### src/logic/smdd_consts.svh
// constants for the sector map detect descriptor block
`ifndef SMDD_CONSTS_SVH
`define SMDD_CONSTS_SVH

// byte offsets of the parameter table words
`define SMDD_OFF_DETECT2_CMD 8'h50
`define SMDD_OFF_DETECT2_ADDR 8'h54
`define SMDD_OFF_DETECT3_CMD 8'h58
`define SMDD_OFF_DETECT3_ADDR 8'h5c
`define SMDD_OFF_MAP1_HDR 8'h60
`define SMDD_TABLE_WORDS 3'h5

// byte offsets of the control and status registers
`define SMDD_OFF_CR1 8'h80
`define SMDD_OFF_CR3 8'h84
`define SMDD_OFF_STATUS 8'h88
`define SMDD_OFF_RAR_ADDR 8'h8c
`define SMDD_OFF_RAR_DATA 8'h90

// detect descriptor fields
`define SMDD_ADDR_LEN_VAR 2'h3
`define SMDD_RFU2 2'h3
`define SMDD_LATENCY_VAR 4'hf
`define SMDD_INSTR_RAR 8'h65
`define SMDD_RFU6 6'h3f
`define SMDD_DESC_CMD 1'h0
`define SMDD_DESC_MAP 1'h1
`define SMDD_DESC_MORE 1'h0
`define SMDD_DESC_END 1'h1
`define SMDD_MASK_TOP_SELECT 8'h04
`define SMDD_MASK_UNIFORM_SIZE 8'h02
`define SMDD_CR1_ADDR 32'h00000002
`define SMDD_CR3_ADDR 32'h00000004

// map configuration header fields
`define SMDD_MAP_RFU 8'hff
`define SMDD_REGION_COUNT_M1 8'h02
`define SMDD_CFG_ID_BOTTOM 8'h01
`define SMDD_CFG_ID_TOP 8'h03
`define SMDD_CFG_ID_UNIFORM 8'h05

// bit positions inside the nonvolatile configuration bytes
`define SMDD_CR3_HYBRID_BIT 3
`define SMDD_CR1_TOP_BIT 2
`define SMDD_CR3_SIZE_BIT 1

// reset values
`define SMDD_CR1_RESET 8'h00
`define SMDD_CR3_RESET 8'h02

// status register layout
`define SMDD_STAT_LEGAL_BIT 8
`define SMDD_STAT_READY_BIT 9

// bus responses
`define SMDD_RESP_OKAY 2'h0
`define SMDD_RESP_SLVERR 2'h2

`endif

### src/logic/smdd_pkg.sv
// types for the sector map detect descriptor block
package smdd_pkg;

   typedef enum logic [2:0] {
      SMDD_SEL_TABLE,
      SMDD_SEL_CR1,
      SMDD_SEL_CR3,
      SMDD_SEL_STATUS,
      SMDD_SEL_RAR_ADDR,
      SMDD_SEL_RAR_DATA,
      SMDD_SEL_NONE
   } smdd_sel_t;

   typedef enum logic [1:0] {
      SMDD_RD_IDLE,
      SMDD_RD_FETCH,
      SMDD_RD_RESP
   } smdd_rd_state_t;

endpackage

### src/logic/smdd_top.sv
// sector map detect descriptors served over an axi4-lite slave
// How it works
// - in the second detect descriptor a selected bit of one means small sectors at the top.
// - every detect descriptor holds variable address length, variable latency and opcode 65h.
// - the second detect descriptor is a command descriptor and not the last one.
// - the second detect descriptor points at address 00000002h, the first config register.
// - the third detect descriptor masks bit 1, zero for 64 kB and one for 256 kB sectors.
// - the third detect descriptor is flagged as the last detect descriptor.
// - the third detect descriptor points at address 00000004h, the third config register.
// - the map header gives region count minus one as 02h with ones in bits 31:24.
// - the map header carries configuration id 01h for small sectors at the bottom.
// - the map header is a map descriptor and more entries follow it.
// - the second detect descriptor masks bit 2, the top or bottom choice.
// - the three detect bits form id 01h bottom, 03h top or 05h uniform.
//
// The AXI4-Lite slave port and the placing of the registers are this design's own decisions.
`timescale 1ns/1ps
`include "smdd_consts.svh"
module smdd_top #(
   parameter int ADDR_W = 8
) (
   input wire logic sys_clk,
   input wire logic reset,
   input wire logic [ADDR_W-1:0] s_axi_awaddr,
   input wire logic s_axi_awvalid,
   output logic s_axi_awready,
   input wire logic [31:0] s_axi_wdata,
   input wire logic [3:0] s_axi_wstrb,
   input wire logic s_axi_wvalid,
   output logic s_axi_wready,
   output logic [1:0] s_axi_bresp,
   output logic s_axi_bvalid,
   input wire logic s_axi_bready,
   input wire logic [ADDR_W-1:0] s_axi_araddr,
   input wire logic s_axi_arvalid,
   output logic s_axi_arready,
   output logic [31:0] s_axi_rdata,
   output logic [1:0] s_axi_rresp,
   output logic s_axi_rvalid,
   input wire logic s_axi_rready,
   output logic [7:0] config_id,
   output logic config_legal,
   output logic table_ready
);
   localparam int MAW = 3;

   // word index of an address inside the table
   function automatic logic [MAW-1:0] table_index(input logic [ADDR_W-1:0] a);
      logic [ADDR_W-1:0] d;
      d = a - ADDR_W'(`SMDD_OFF_DETECT2_CMD);
      return d[MAW+1:2];
   endfunction

   // register decode shared by read and write paths
   function automatic smdd_pkg::smdd_sel_t decode(input logic [ADDR_W-1:0] a);
      logic [ADDR_W-1:0] w;
      w = {a[ADDR_W-1:2], 2'h0};
      if (w >= ADDR_W'(`SMDD_OFF_DETECT2_CMD) && w <= ADDR_W'(`SMDD_OFF_MAP1_HDR)) begin
         return smdd_pkg::SMDD_SEL_TABLE;
      end
      if (w == ADDR_W'(`SMDD_OFF_CR1)) begin
         return smdd_pkg::SMDD_SEL_CR1;
      end
      if (w == ADDR_W'(`SMDD_OFF_CR3)) begin
         return smdd_pkg::SMDD_SEL_CR3;
      end
      if (w == ADDR_W'(`SMDD_OFF_STATUS)) begin
         return smdd_pkg::SMDD_SEL_STATUS;
      end
      if (w == ADDR_W'(`SMDD_OFF_RAR_ADDR)) begin
         return smdd_pkg::SMDD_SEL_RAR_ADDR;
      end
      if (w == ADDR_W'(`SMDD_OFF_RAR_DATA)) begin
         return smdd_pkg::SMDD_SEL_RAR_DATA;
      end
      return smdd_pkg::SMDD_SEL_NONE;
   endfunction

   // detect command descriptor word
   function automatic logic [31:0] detect_cmd(input logic [7:0] mask, input logic last);
      return {mask, `SMDD_ADDR_LEN_VAR, `SMDD_RFU2, `SMDD_LATENCY_VAR,
              `SMDD_INSTR_RAR, `SMDD_RFU6, `SMDD_DESC_CMD, last};
   endfunction

   // table contents in word order
   function automatic logic [31:0] table_word(input logic [MAW-1:0] idx);
      logic [31:0] v;
      v = 32'h00000000;
      unique case (idx)
         3'h0: v = detect_cmd(`SMDD_MASK_TOP_SELECT, `SMDD_DESC_MORE);
         3'h1: v = `SMDD_CR1_ADDR;
         3'h2: v = detect_cmd(`SMDD_MASK_UNIFORM_SIZE, `SMDD_DESC_END);
         3'h3: v = `SMDD_CR3_ADDR;
         3'h4: v = {`SMDD_MAP_RFU, `SMDD_REGION_COUNT_M1, `SMDD_CFG_ID_BOTTOM,
                    `SMDD_RFU6, `SMDD_DESC_MAP, `SMDD_DESC_MORE};
         default: v = 32'h00000000;
      endcase
      return v;
   endfunction

   // byte-lane merge for writable words
   function automatic logic [31:0] merge(input logic [31:0] old, input logic [31:0] d,
                                         input logic [3:0] strb);
      logic [31:0] r;
      r = old;
      for (int i = 0; i < 4; i++) begin
         if (strb[i]) begin
            r[8*i +: 8] = d[8*i +: 8];
         end
      end
      return r;
   endfunction

   // table loader
   logic [MAW-1:0] load_idx;
   logic mem_we;
   logic [31:0] mem_rdata;

   assign mem_we = !table_ready;

   always_ff @(posedge sys_clk) begin
      if (reset) begin
         load_idx <= '0;
         table_ready <= 1'b0;
      end else if (!table_ready) begin
         if (load_idx == `SMDD_TABLE_WORDS - 3'h1) begin
            table_ready <= 1'b1;
         end else begin
            load_idx <= load_idx + 3'h1;
         end
      end
   end

   smdd_mem #(
      .WIDTH(32),
      .DEPTH(8),
      .AW(MAW)
   ) u_mem (
      .sys_clk(sys_clk),
      .reset(reset),
      .we(mem_we),
      .waddr(load_idx),
      .wdata(table_word(load_idx)),
      .raddr(table_index(s_axi_araddr)),
      .rdata(mem_rdata)
   );

   // configuration bytes and read-any-register emulation
   logic [7:0] config_reg_one_nonvolatile;
   logic [7:0] config_reg_three_nonvolatile;
   logic [31:0] rar_addr;
   logic [7:0] rar_data;
   logic [7:0] next_config_id;

   // write channel state
   logic aw_held;
   logic w_held;
   logic [ADDR_W-1:0] wr_addr;
   logic [31:0] wr_data;
   logic [3:0] wr_strb;
   logic do_write;
   smdd_pkg::smdd_sel_t wr_sel;

   assign do_write = aw_held && w_held && !s_axi_bvalid;
   assign wr_sel = decode(wr_addr);

   always_ff @(posedge sys_clk) begin
      if (reset) begin
         s_axi_awready <= 1'b0;
         aw_held <= 1'b0;
         wr_addr <= '0;
      end else if (s_axi_awvalid && s_axi_awready) begin
         s_axi_awready <= 1'b0;
         aw_held <= 1'b1;
         wr_addr <= s_axi_awaddr;
      end else begin
         if (do_write) begin
            aw_held <= 1'b0;
         end
         s_axi_awready <= !aw_held && !s_axi_bvalid;
      end
   end

   always_ff @(posedge sys_clk) begin
      if (reset) begin
         s_axi_wready <= 1'b0;
         w_held <= 1'b0;
         wr_data <= '0;
         wr_strb <= '0;
      end else if (s_axi_wvalid && s_axi_wready) begin
         s_axi_wready <= 1'b0;
         w_held <= 1'b1;
         wr_data <= s_axi_wdata;
         wr_strb <= s_axi_wstrb;
      end else begin
         if (do_write) begin
            w_held <= 1'b0;
         end
         s_axi_wready <= !w_held && !s_axi_bvalid;
      end
   end

   always_ff @(posedge sys_clk) begin
      if (reset) begin
         s_axi_bvalid <= 1'b0;
         s_axi_bresp <= `SMDD_RESP_OKAY;
      end else if (do_write) begin
         s_axi_bvalid <= 1'b1;
         unique case (wr_sel)
            smdd_pkg::SMDD_SEL_CR1, smdd_pkg::SMDD_SEL_CR3,
            smdd_pkg::SMDD_SEL_RAR_ADDR: s_axi_bresp <= `SMDD_RESP_OKAY;
            default: s_axi_bresp <= `SMDD_RESP_SLVERR;
         endcase
      end else if (s_axi_bvalid && s_axi_bready) begin
         s_axi_bvalid <= 1'b0;
      end
   end

   always_ff @(posedge sys_clk) begin
      if (reset) begin
         config_reg_one_nonvolatile <= `SMDD_CR1_RESET;
         config_reg_three_nonvolatile <= `SMDD_CR3_RESET;
         rar_addr <= '0;
      end else if (do_write && wr_strb[0] && wr_sel == smdd_pkg::SMDD_SEL_CR1) begin
         config_reg_one_nonvolatile <= wr_data[7:0];
      end else if (do_write && wr_strb[0] && wr_sel == smdd_pkg::SMDD_SEL_CR3) begin
         config_reg_three_nonvolatile <= wr_data[7:0];
      end else if (do_write && wr_sel == smdd_pkg::SMDD_SEL_RAR_ADDR) begin
         rar_addr <= merge(rar_addr, wr_data, wr_strb);
      end
   end

   // byte returned for the addresses the detect descriptors name
   always_ff @(posedge sys_clk) begin
      if (reset) begin
         rar_data <= 8'h00;
      end else if (rar_addr == `SMDD_CR1_ADDR) begin
         rar_data <= config_reg_one_nonvolatile;
      end else if (rar_addr == `SMDD_CR3_ADDR) begin
         rar_data <= config_reg_three_nonvolatile;
      end else begin
         rar_data <= 8'h00;
      end
   end

   // configuration id from the three detect bits
   assign next_config_id = {5'h00,
                            config_reg_three_nonvolatile[`SMDD_CR3_HYBRID_BIT],
                            config_reg_one_nonvolatile[`SMDD_CR1_TOP_BIT],
                            config_reg_three_nonvolatile[`SMDD_CR3_SIZE_BIT]};

   always_ff @(posedge sys_clk) begin
      if (reset) begin
         config_id <= 8'h00;
         config_legal <= 1'b0;
      end else begin
         config_id <= next_config_id;
         config_legal <= next_config_id == `SMDD_CFG_ID_BOTTOM ||
                         next_config_id == `SMDD_CFG_ID_TOP ||
                         next_config_id == `SMDD_CFG_ID_UNIFORM;
      end
   end

   // read channel
   smdd_pkg::smdd_rd_state_t rd_state;
   logic [ADDR_W-1:0] rd_addr;

   always_ff @(posedge sys_clk) begin
      if (reset) begin
         s_axi_arready <= 1'b0;
      end else if (s_axi_arvalid && s_axi_arready) begin
         s_axi_arready <= 1'b0;
      end else begin
         s_axi_arready <= rd_state == smdd_pkg::SMDD_RD_IDLE && table_ready;
      end
   end

   always_ff @(posedge sys_clk) begin
      if (reset) begin
         rd_state <= smdd_pkg::SMDD_RD_IDLE;
         rd_addr <= '0;
         s_axi_rvalid <= 1'b0;
         s_axi_rdata <= '0;
         s_axi_rresp <= `SMDD_RESP_OKAY;
      end else begin
         unique case (rd_state)
            smdd_pkg::SMDD_RD_IDLE: begin
               if (s_axi_arvalid && s_axi_arready) begin
                  rd_addr <= s_axi_araddr;
                  rd_state <= smdd_pkg::SMDD_RD_FETCH;
               end
            end
            smdd_pkg::SMDD_RD_FETCH: begin
               s_axi_rvalid <= 1'b1;
               s_axi_rresp <= `SMDD_RESP_OKAY;
               rd_state <= smdd_pkg::SMDD_RD_RESP;
               unique case (decode(rd_addr))
                  smdd_pkg::SMDD_SEL_TABLE: s_axi_rdata <= mem_rdata;
                  smdd_pkg::SMDD_SEL_CR1: s_axi_rdata <= {24'h0, config_reg_one_nonvolatile};
                  smdd_pkg::SMDD_SEL_CR3: s_axi_rdata <= {24'h0, config_reg_three_nonvolatile};
                  smdd_pkg::SMDD_SEL_STATUS: begin
                     s_axi_rdata <= '0;
                     s_axi_rdata[7:0] <= config_id;
                     s_axi_rdata[`SMDD_STAT_LEGAL_BIT] <= config_legal;
                     s_axi_rdata[`SMDD_STAT_READY_BIT] <= table_ready;
                  end
                  smdd_pkg::SMDD_SEL_RAR_ADDR: s_axi_rdata <= rar_addr;
                  smdd_pkg::SMDD_SEL_RAR_DATA: s_axi_rdata <= {24'h0, rar_data};
                  default: begin
                     s_axi_rdata <= '0;
                     s_axi_rresp <= `SMDD_RESP_SLVERR;
                  end
               endcase
            end
            smdd_pkg::SMDD_RD_RESP: begin
               if (s_axi_rready) begin
                  s_axi_rvalid <= 1'b0;
                  rd_state <= smdd_pkg::SMDD_RD_IDLE;
               end
            end
         endcase
      end
   end
endmodule

### src/logic/smdd_mem.sv
// small word memory with registered read data
`timescale 1ns/1ps
module smdd_mem #(
   parameter int WIDTH = 32,
   parameter int DEPTH = 8,
   parameter int AW = 3
) (
   input wire logic sys_clk,
   input wire logic reset,
   input wire logic we,
   input wire logic [AW-1:0] waddr,
   input wire logic [WIDTH-1:0] wdata,
   input wire logic [AW-1:0] raddr,
   output logic [WIDTH-1:0] rdata
);
   logic [WIDTH-1:0] mem [0:DEPTH-1];

   always_ff @(posedge sys_clk) begin
      if (we) begin
         mem[waddr] <= wdata;
      end
   end

   always_ff @(posedge sys_clk) begin
      if (reset) begin
         rdata <= '0;
      end else begin
         rdata <= mem[raddr];
      end
   end
endmodule

### config.mk
export PLATFORM = sky130hd
export DESIGN_NAME = smdd_top
export DESIGN_NICKNAME = d
export VERILOG_FILES = /design/src/logic/smdd_pkg.sv /design/src/logic/smdd_top.sv /design/src/logic/smdd_mem.sv
export VERILOG_INCLUDE_DIRS = /design/src /design/src/logic
export SDC_FILE = /design/constraint.sdc
export NUM_CORES = 1
export LEC_CHECK = 0
export BUFFER_PORTS_ARGS = -buffer_cell sky130_fd_sc_hd__buf_4
export CELL_PAD_IN_SITES_DETAIL_PLACEMENT = 1
export CELL_PAD_IN_SITES_GLOBAL_PLACEMENT = 1
export CORE_AREA = 2 2 144 146
export DETAILED_ROUTE_END_ITERATION = 6
export DIE_AREA = 0 0 146 148
export PLACE_DENSITY = 0.82
export RECOVER_POWER = 50
export SLEW_MARGIN = 15
export SYNTH_ARGS = -nofsm -noshare
export SYNTH_HDL_FRONTEND = slang
export SYNTH_SLANG_ARGS = --single-unit
### constraint.sdc
create_clock -name sys_clk -period 2.27 [get_ports sys_clk]
set_input_delay 0.3405 -clock sys_clk [delete_from_list [all_inputs] [get_ports sys_clk]]
set_output_delay 0.3405 -clock sys_clk [all_outputs]
set_load 0.03 [all_outputs]
Yosys cells after proc, flatten, opt, wreduce, memory -nomap -nowiden
Memories as Yosys holds them, arrays and structs flattened. A register that Yosys moved wholly into a read port is not among the register bits.
Index checks and enable logic that the tools add are counted.
{"block": "word_totals", "memories": 1, "ramBits": 256, "output_inout_bits": 51, "regBits": 166}
{"block": "op_classes", "muxes": 105, "order_cmp": 4, "n_addsub": 2, "n_bitwise": 4, "reduce_logical": 41, "n_eq_ne": 31}
{"memory": "u_mem.mem", "words": 8, "width": 32, "read_ports": 1, "rd_ports_with_merged_regs": 1, "write_ports": 1, "line_no": "smdd_mem.sv:16", "source": "logic [WIDTH-1:0] mem [0:DEPTH-1];"}
{"op": "32-bit one-hot mux with 6 select lines", "count": 1}
{"op": "32-bit one-hot mux with 5 select lines", "count": 1}
{"op": "3-bit 2-to-1 mux", "count": 32}
{"op": "1-bit 2-to-1 mux", "count": 63}
{"op": "6-bit equality test, second input constant", "count": 10}
{"op": "32-bit by 2-bit equality test with 1-bit output, second input constant", "count": 1}
{"op": "32-bit by 3-bit equality test with 1-bit output, second input constant", "count": 1}
{"op": "3-bit by 2-bit equality test with 1-bit output, second input constant", "count": 6}
{"op": "8-bit by 7-bit >= comparator with 1-bit output, second input constant", "count": 2}
{"op": "8-bit by 7-bit <= comparator with 1-bit output, second input constant", "count": 2}
{"op": "8-bit 2-to-1 mux", "count": 2}
{"op": "4-bit AND reduction", "count": 4}
{"op": "3-bit equality test, second input constant", "count": 5}
{"op": "1-bit logical AND", "count": 15}
{"op": "3-bit by 1-bit equality test with 1-bit output, second input constant", "count": 4}
{"op": "2-bit AND reduction", "count": 5}
{"op": "2-bit 2-to-1 mux", "count": 4}
{"op": "2-bit nonzero test", "count": 4}
{"op": "3-bit logical NOT", "count": 2}
{"op": "2-bit one-hot mux with 3 select lines", "count": 1}
{"op": "2-bit OR reduction", "count": 3}
{"op": "6-bit OR reduction", "count": 1}
{"op": "5-bit subtractor, second input constant", "count": 1}
{"op": "2-bit inequality test, second input constant", "count": 2}
{"op": "other kinds (9)", "count": 15}

Longest topological paths before layout
{"block": "logic_depth", "word_depth": 41, "ltp_mapped": 7, "depth_no_buf": 6}

Hierarchy
A second synthesis with hierarchy kept.
{"block": "hier_totals", "hier_cells": 1127, "hier_area_um2": 16895.0}
{"module": "smdd_mem", "cells_per_inst": 450, "instances": 1, "area_each_um2": 10453.8}
{"module": "smdd_top", "cells_per_inst": 677, "instances": 1, "area_each_um2": 6441.2}

Worst setup path before layout
OpenSTA, ideal clock, no wires.
{"block": "synth_path", "path_kind": "register to register", "startpoint": "register table_ready", "endpoint": "memory u_mem.mem[0][0] (enable)", "required_ns": 1.875, "stages_incl_launch_ff": 3, "slack_ns": 0.444, "period_less_slack_ns": 1.826, "t_arrival_ns": 1.431, "path_cell_list": "dfxtp_1 > clkbuf_1 > nor4_1"}
{"block": "synth_between", "elab_chain_len": 1}
{"element": "from (decl)", "line_no": "smdd_top.sv:43", "source": "output logic table_ready"}
{"element": "from (signal assigned)", "line_no": "smdd_top.sv:124", "source": "table_ready <= 1'b0;"}
{"element": "from (signal assigned)", "line_no": "smdd_top.sv:127", "source": "table_ready <= 1'b1;"}
{"element": "1-bit 2-to-1 mux (not written as such)", "line_no": "smdd_mem.sv:20", "source": "mem[waddr] <= wdata;"}
{"element": "to (decl)", "line_no": "smdd_mem.sv:16"}
Every way passes these cells.

Final worst setup path
{"block": "layout_path", "startpoint": "register rd_addr[5]", "endpoint": "register s_axi_rdata[29]"}
{"block": "layout_between", "elab_chain_len": 19, "word_cells_on_any_way": 64, "classes_between": "order compare (2); eq/ne (10); mux (50); reduce/logical (2)"}
{"element": "from (decl)", "line_no": "smdd_top.sv:266", "source": "logic [ADDR_W-1:0] rd_addr;"}
{"element": "from (signal assigned)", "line_no": "smdd_top.sv:289", "source": "rd_addr <= s_axi_araddr;"}
{"element": "6-bit equality test (on tied branches)", "line_no": "smdd_top.sv:61, smdd_top.sv:73"}
{"element": "3-bit 2-to-1 mux or 1-bit 2-to-1 mux (tied branches) (2 in a row)", "line_no": "smdd_top.sv:61, smdd_top.sv:73"}
{"element": "3-bit 2-to-1 mux or 1-bit 2-to-1 mux (tied branches)", "line_no": "smdd_top.sv:286, smdd_top.sv:70"}
{"element": "3-bit 2-to-1 mux or 1-bit 2-to-1 mux (tied branches)", "line_no": "smdd_top.sv:279, smdd_top.sv:67"}
{"element": "3-bit 2-to-1 mux or 1-bit 2-to-1 mux (tied branches)", "line_no": "smdd_top.sv:64", "source": "if (w == ADDR_W'(`SMDD_OFF_CR3)) begin"}
{"element": "3-bit 2-to-1 mux or 1-bit 2-to-1 mux (tied branches)", "line_no": "smdd_top.sv:67, smdd_top.sv:61"}
{"element": "3-bit 2-to-1 mux or 1-bit 2-to-1 mux (tied branches)", "line_no": "smdd_top.sv:70, smdd_top.sv:286"}
{"element": "3-bit 2-to-1 mux or 1-bit 2-to-1 mux (tied branches)", "line_no": "smdd_top.sv:73, smdd_top.sv:279"}
{"element": "[... 2 more ...]"}
{"element": "3-bit 2-to-1 mux", "line_no": "smdd_top.sv:70", "source": "if (w == ADDR_W'(`SMDD_OFF_RAR_ADDR)) begin"}
{"element": "3-bit 2-to-1 mux", "line_no": "smdd_top.sv:67", "source": "if (w == ADDR_W'(`SMDD_OFF_STATUS)) begin"}
{"element": "3-bit 2-to-1 mux", "line_no": "smdd_top.sv:64"}
{"element": "3-bit 2-to-1 mux (*)", "line_no": "smdd_top.sv:61", "source": "if (w == ADDR_W'(`SMDD_OFF_CR1)) begin"}
{"element": "3-bit 2-to-1 mux (*)", "line_no": "smdd_top.sv:286", "source": "unique case (rd_state)"}
{"element": "3-bit 2-to-1 mux (*)", "line_no": "smdd_top.sv:279", "source": "if (reset) begin"}
{"element": "3-bit equality test, or another cell as far along", "line_no": "smdd_top.sv:297", "source": "unique case (decode(rd_addr))"}
{"element": "32-bit one-hot mux with 6 select lines (*)", "line_no": "smdd_top.sv:297"}
{"element": "to (signal assigned)", "line_no": "smdd_top.sv:298", "source": "smdd_pkg::SMDD_SEL_TABLE: s_axi_rdata <= mem_rdata;"}
{"element": "to (signal assigned)", "line_no": "smdd_top.sv:299", "source": "smdd_pkg::SMDD_SEL_CR1: s_axi_rdata <= {24'h0, config_reg_one_nonvolatile};"}
{"element": "to (signal assigned)", "line_no": "smdd_top.sv:300", "source": "smdd_pkg::SMDD_SEL_CR3: s_axi_rdata <= {24'h0, config_reg_three_nonvolatile};"}
{"element": "to (decl)", "line_no": "smdd_top.sv:37", "source": "output logic [31:0] s_axi_rdata,"}
Every way passes the cells marked *; elsewhere a longest branch is shown, timed or not. The select of a mux whose other input is x is not followed.
A chain may end at the register's enable or synchronous reset.

==> out/qor.yml <==
status:
  run_status: "finished, final reports clean"
global_routing:
  grt_max_degree: 45
  grt_use_total_pct: 22.1
  antenna_found_initial: 0
  overflow: 0
  met2_usage_pct: 39.1
  grt_pass1_vias: 7095
  grt_pass1_wl_mm: 38.1
  met3_usage_pct: 3.49
  grt-busiest-layer: "met2"
  grt_use_met1_pct: 27.8
logic_synthesis:
  ys.flop_type: "dfxtp_1"
  syn_area_mm2: 0.00889
  synth_area_leaders: "dfxtp_1, edfxtp_1, mux2i_1"
  synth-seq-cells: 227
  synth.distinct_cells: 51
  synth_top_area_cell: "dfxtp_1"
  synth_top_area_share_pct: 36.7
  syn_area_per_cell_um2: 10.7
  synth_cells: 829
  synth-edff-count: 64
  synth_warnings: 0
  ys_seq_area_share_pct: 58.3
  async_flop_share_pct: 0
  synth_common_cells: "dfxtp_1, nand2_1, nor2_1"
  yosysMostFrequentCell: "dfxtp_1"
die:
  io_pins: 110
  dieArea_mm2: 0.0216
  die_w_um: 146
  die_h_um: 148
  initial_utilization_pct: 44.3
  rows: 52
  core_mm2: 0.0200
sta:
  timing.fmax_ghz: 0.504
  fin_crit_sh_pct: 87.4
  clock_skew_ps: 24.2
  rsz0062_at_grt: "no"
  hold_viol: 0
  layout_min_cycle_time_ps: 1980
  fin_tns_setup_ps: 0
  maxSlewViolCount: 0
  holdWs_ps: 67.3
  finalSetupViolCount: 0
  relSlewSlack_pct: 37.9
  tightest_slew_ps: 931
place:
  gp_congestion: 0.798
  dp_hpwl_mm: 15.9
  io_buffers: 98
  placed_area_mm2: 0.00999
worst_setup_path:
  r2r_slack_ps: 290
  reg2reg_to: "s_axi_rdata[29]"
  crit_type: "register to register"
  r2r_cells: 5
  cp-start-kind: "register"
  end_kind: "register"
  crit_required_ps: 2700
  worstSetupStartpoint: "rd_addr[5]"
  rr_startpoint: "rd_addr[5]"
  arrival_ps: 2410
  crit_fanout: 8
  cp-endpoint: "s_axi_rdata[29]"
routing:
  vias_per_cell: 5.41
  wl_mm: 23.9
  dr.pass1.iters: 5
  final_antenna_net_count: 0
  num_vias: 6586
  drc: 0
  wl_per_cell_um: 19.6
  dr.first_iter.drc_count: 338
layout:
  area_growth_pct: 20.0
  multi_input_area_mm2: 0.00341
  stdcell_area_mm2: 0.0107
  nets: 998
  post_route_cells_drive_above_1_share_pct: 15.7
  seqCellArea_mm2: 0.00518
  diodes: 0
  fill_cells: 2216
clock_tree:
  clkLatencyLatePin_ps: 520
  hold_buffers: 0
  path_clk_slew_ps: 60
  cts_tree: "yes"
  clockBufferDepth: 3
  ctsHtreeMaxLevel: 1
  root_buffer: "clkbuf_16"
  cts_sinks: 227
  cts_buffers: 24
  cts_resized: 0
  post_cts_buffers: 0
power_and_ir_drop:
  powerDensity_mw_per_mm2: 990
  ir_worst_vdd_uv: 508
  leakage_nw: 3.95
flow_run:
  drv_cap: 0
worst_hold_path:
  holdCritPathClass: "input pin to register"
flip-flops by register name, summed over array words and instances, names as in the netlist, 2 cells and up:
name	count
u_mem.mem	64
config_id	3
wr_addr	6
rar_data	8
rar_addr	32
config_reg_three_nonvolatile	8
s_axi_rdata	32
wr_data	32
wr_strb	4
rd_addr	6
u_mem.rdata	8
load_idx	3
rd_state	2
config_reg_one_nonvolatile	8
where the power goes:
group	internal (W)	total [W]	switching, W	leakage, nW
clock	0.00267	0.00423	0.00156	0.423
combinational	0.000459	0.00138	0.000919	1.62
sequential	0.00473	0.00496	0.000223	1.91
total	0.00786	0.0106	0.00270	3.95
worst max-delay path, stage by stage, from the launching register on:
cell and delay [ps]:
dfxtp_1 440, or4b_1 540, a21oi_1 440, buf_4 250, a22oi_1 100, o21ai_0 150
cells by family (layout without fill, tap and decap cells):
logic type,after synthesis,count (layout),share of synthesized area (%)
other cells,1,7,0.0422
xor+xnor,1,1,0.0986
fa+ha+maj,7,7,0.985
simple gates,291,291,15.3
mux,89,89,12.3
buf+inv,73,186,3.60
compound gates,140,140,9.35
flops,227,227,58.3
metrics by stage:
| stage | utilization, % | power (W) | setup slack (ps) | std cells |
|---|---|---|---|---|
| after floorplan | - | 0.00586 | 444 | 835 |
| after global placement | 49.8 | 0.00634 | 323 | 1176 |
| after detailed placement | 49.8 | 0.00645 | 285 | 1176 |
| after CTS | 54.1 | 0.0107 | 259 | 1218 |
| after global routing | 53.2 | 0.0110 | 155 | 1218 |
| final | 53.2 | 0.0106 | 286 | 1218 |
layer usage:
layer	share of wire, %	vias up
li1	-	3115
met1	43	3248
met2	50	177
met3	4.8	46
met4	2.8	0
met5	0	-
worst min-delay path by stage:
| stage | start | endpoint | depth (start not counted) |
|---|---|---|---|
| floorplan | wr_strb[3] | wr_strb[3] | 2 |
| global placement | s_axi_rdata[19] | s_axi_rdata[19] | 2 |
| detailed placement | s_axi_rdata[22] | s_axi_rdata[22] | 2 |
| CTS | s_axi_araddr[6] | rd_addr[6] | 3 |
| global route | s_axi_wdata[12] | wr_data[12] | 3 |
| finish | s_axi_wdata[10] | wr_data[10] | 3 |
cell usage in the layout (no fill, tap or decap), types with 9 or more instances in the layout:
| cell type | netlist | layout |
|---|---|---|
| a22oi_1 | 20 | 20 |
| o21ai_1 | 19 | 19 |
| dfxtp_1 | 163 | 163 |
| nor3_1 | 11 | 11 |
| nor4_1 | 9 | 9 |
| mux4_2 | 16 | 16 |
| edfxtp_1 | 64 | 64 |
| buf_4 | 8 | 79 |
| nand3_1 | 18 | 18 |
| nand2b_1 | 10 | 10 |
| clkbuf_1 | 32 | 50 |
| inv_1 | 13 | 13 |
| nand2_1 | 120 | 120 |
| mux2i_1 | 72 | 72 |
| clkbuf_16 | 0 | 25 |
| nor2_1 | 86 | 85 |
| a21oi_1 | 69 | 69 |
| o21ai_0 | 12 | 12 |
layout make-up:
cell class                 instances  share of cell area [%]
clock buffer                      30                    6.36
clock inverter                    12                    1.72
inverter                          13                   0.458
multi-input combinational        535                    32.0
sequential                       227                    48.6
tap                              270                    3.17
timing repair buffer             131                    7.71
Note: power is estimated with default switching activity, not from simulation.
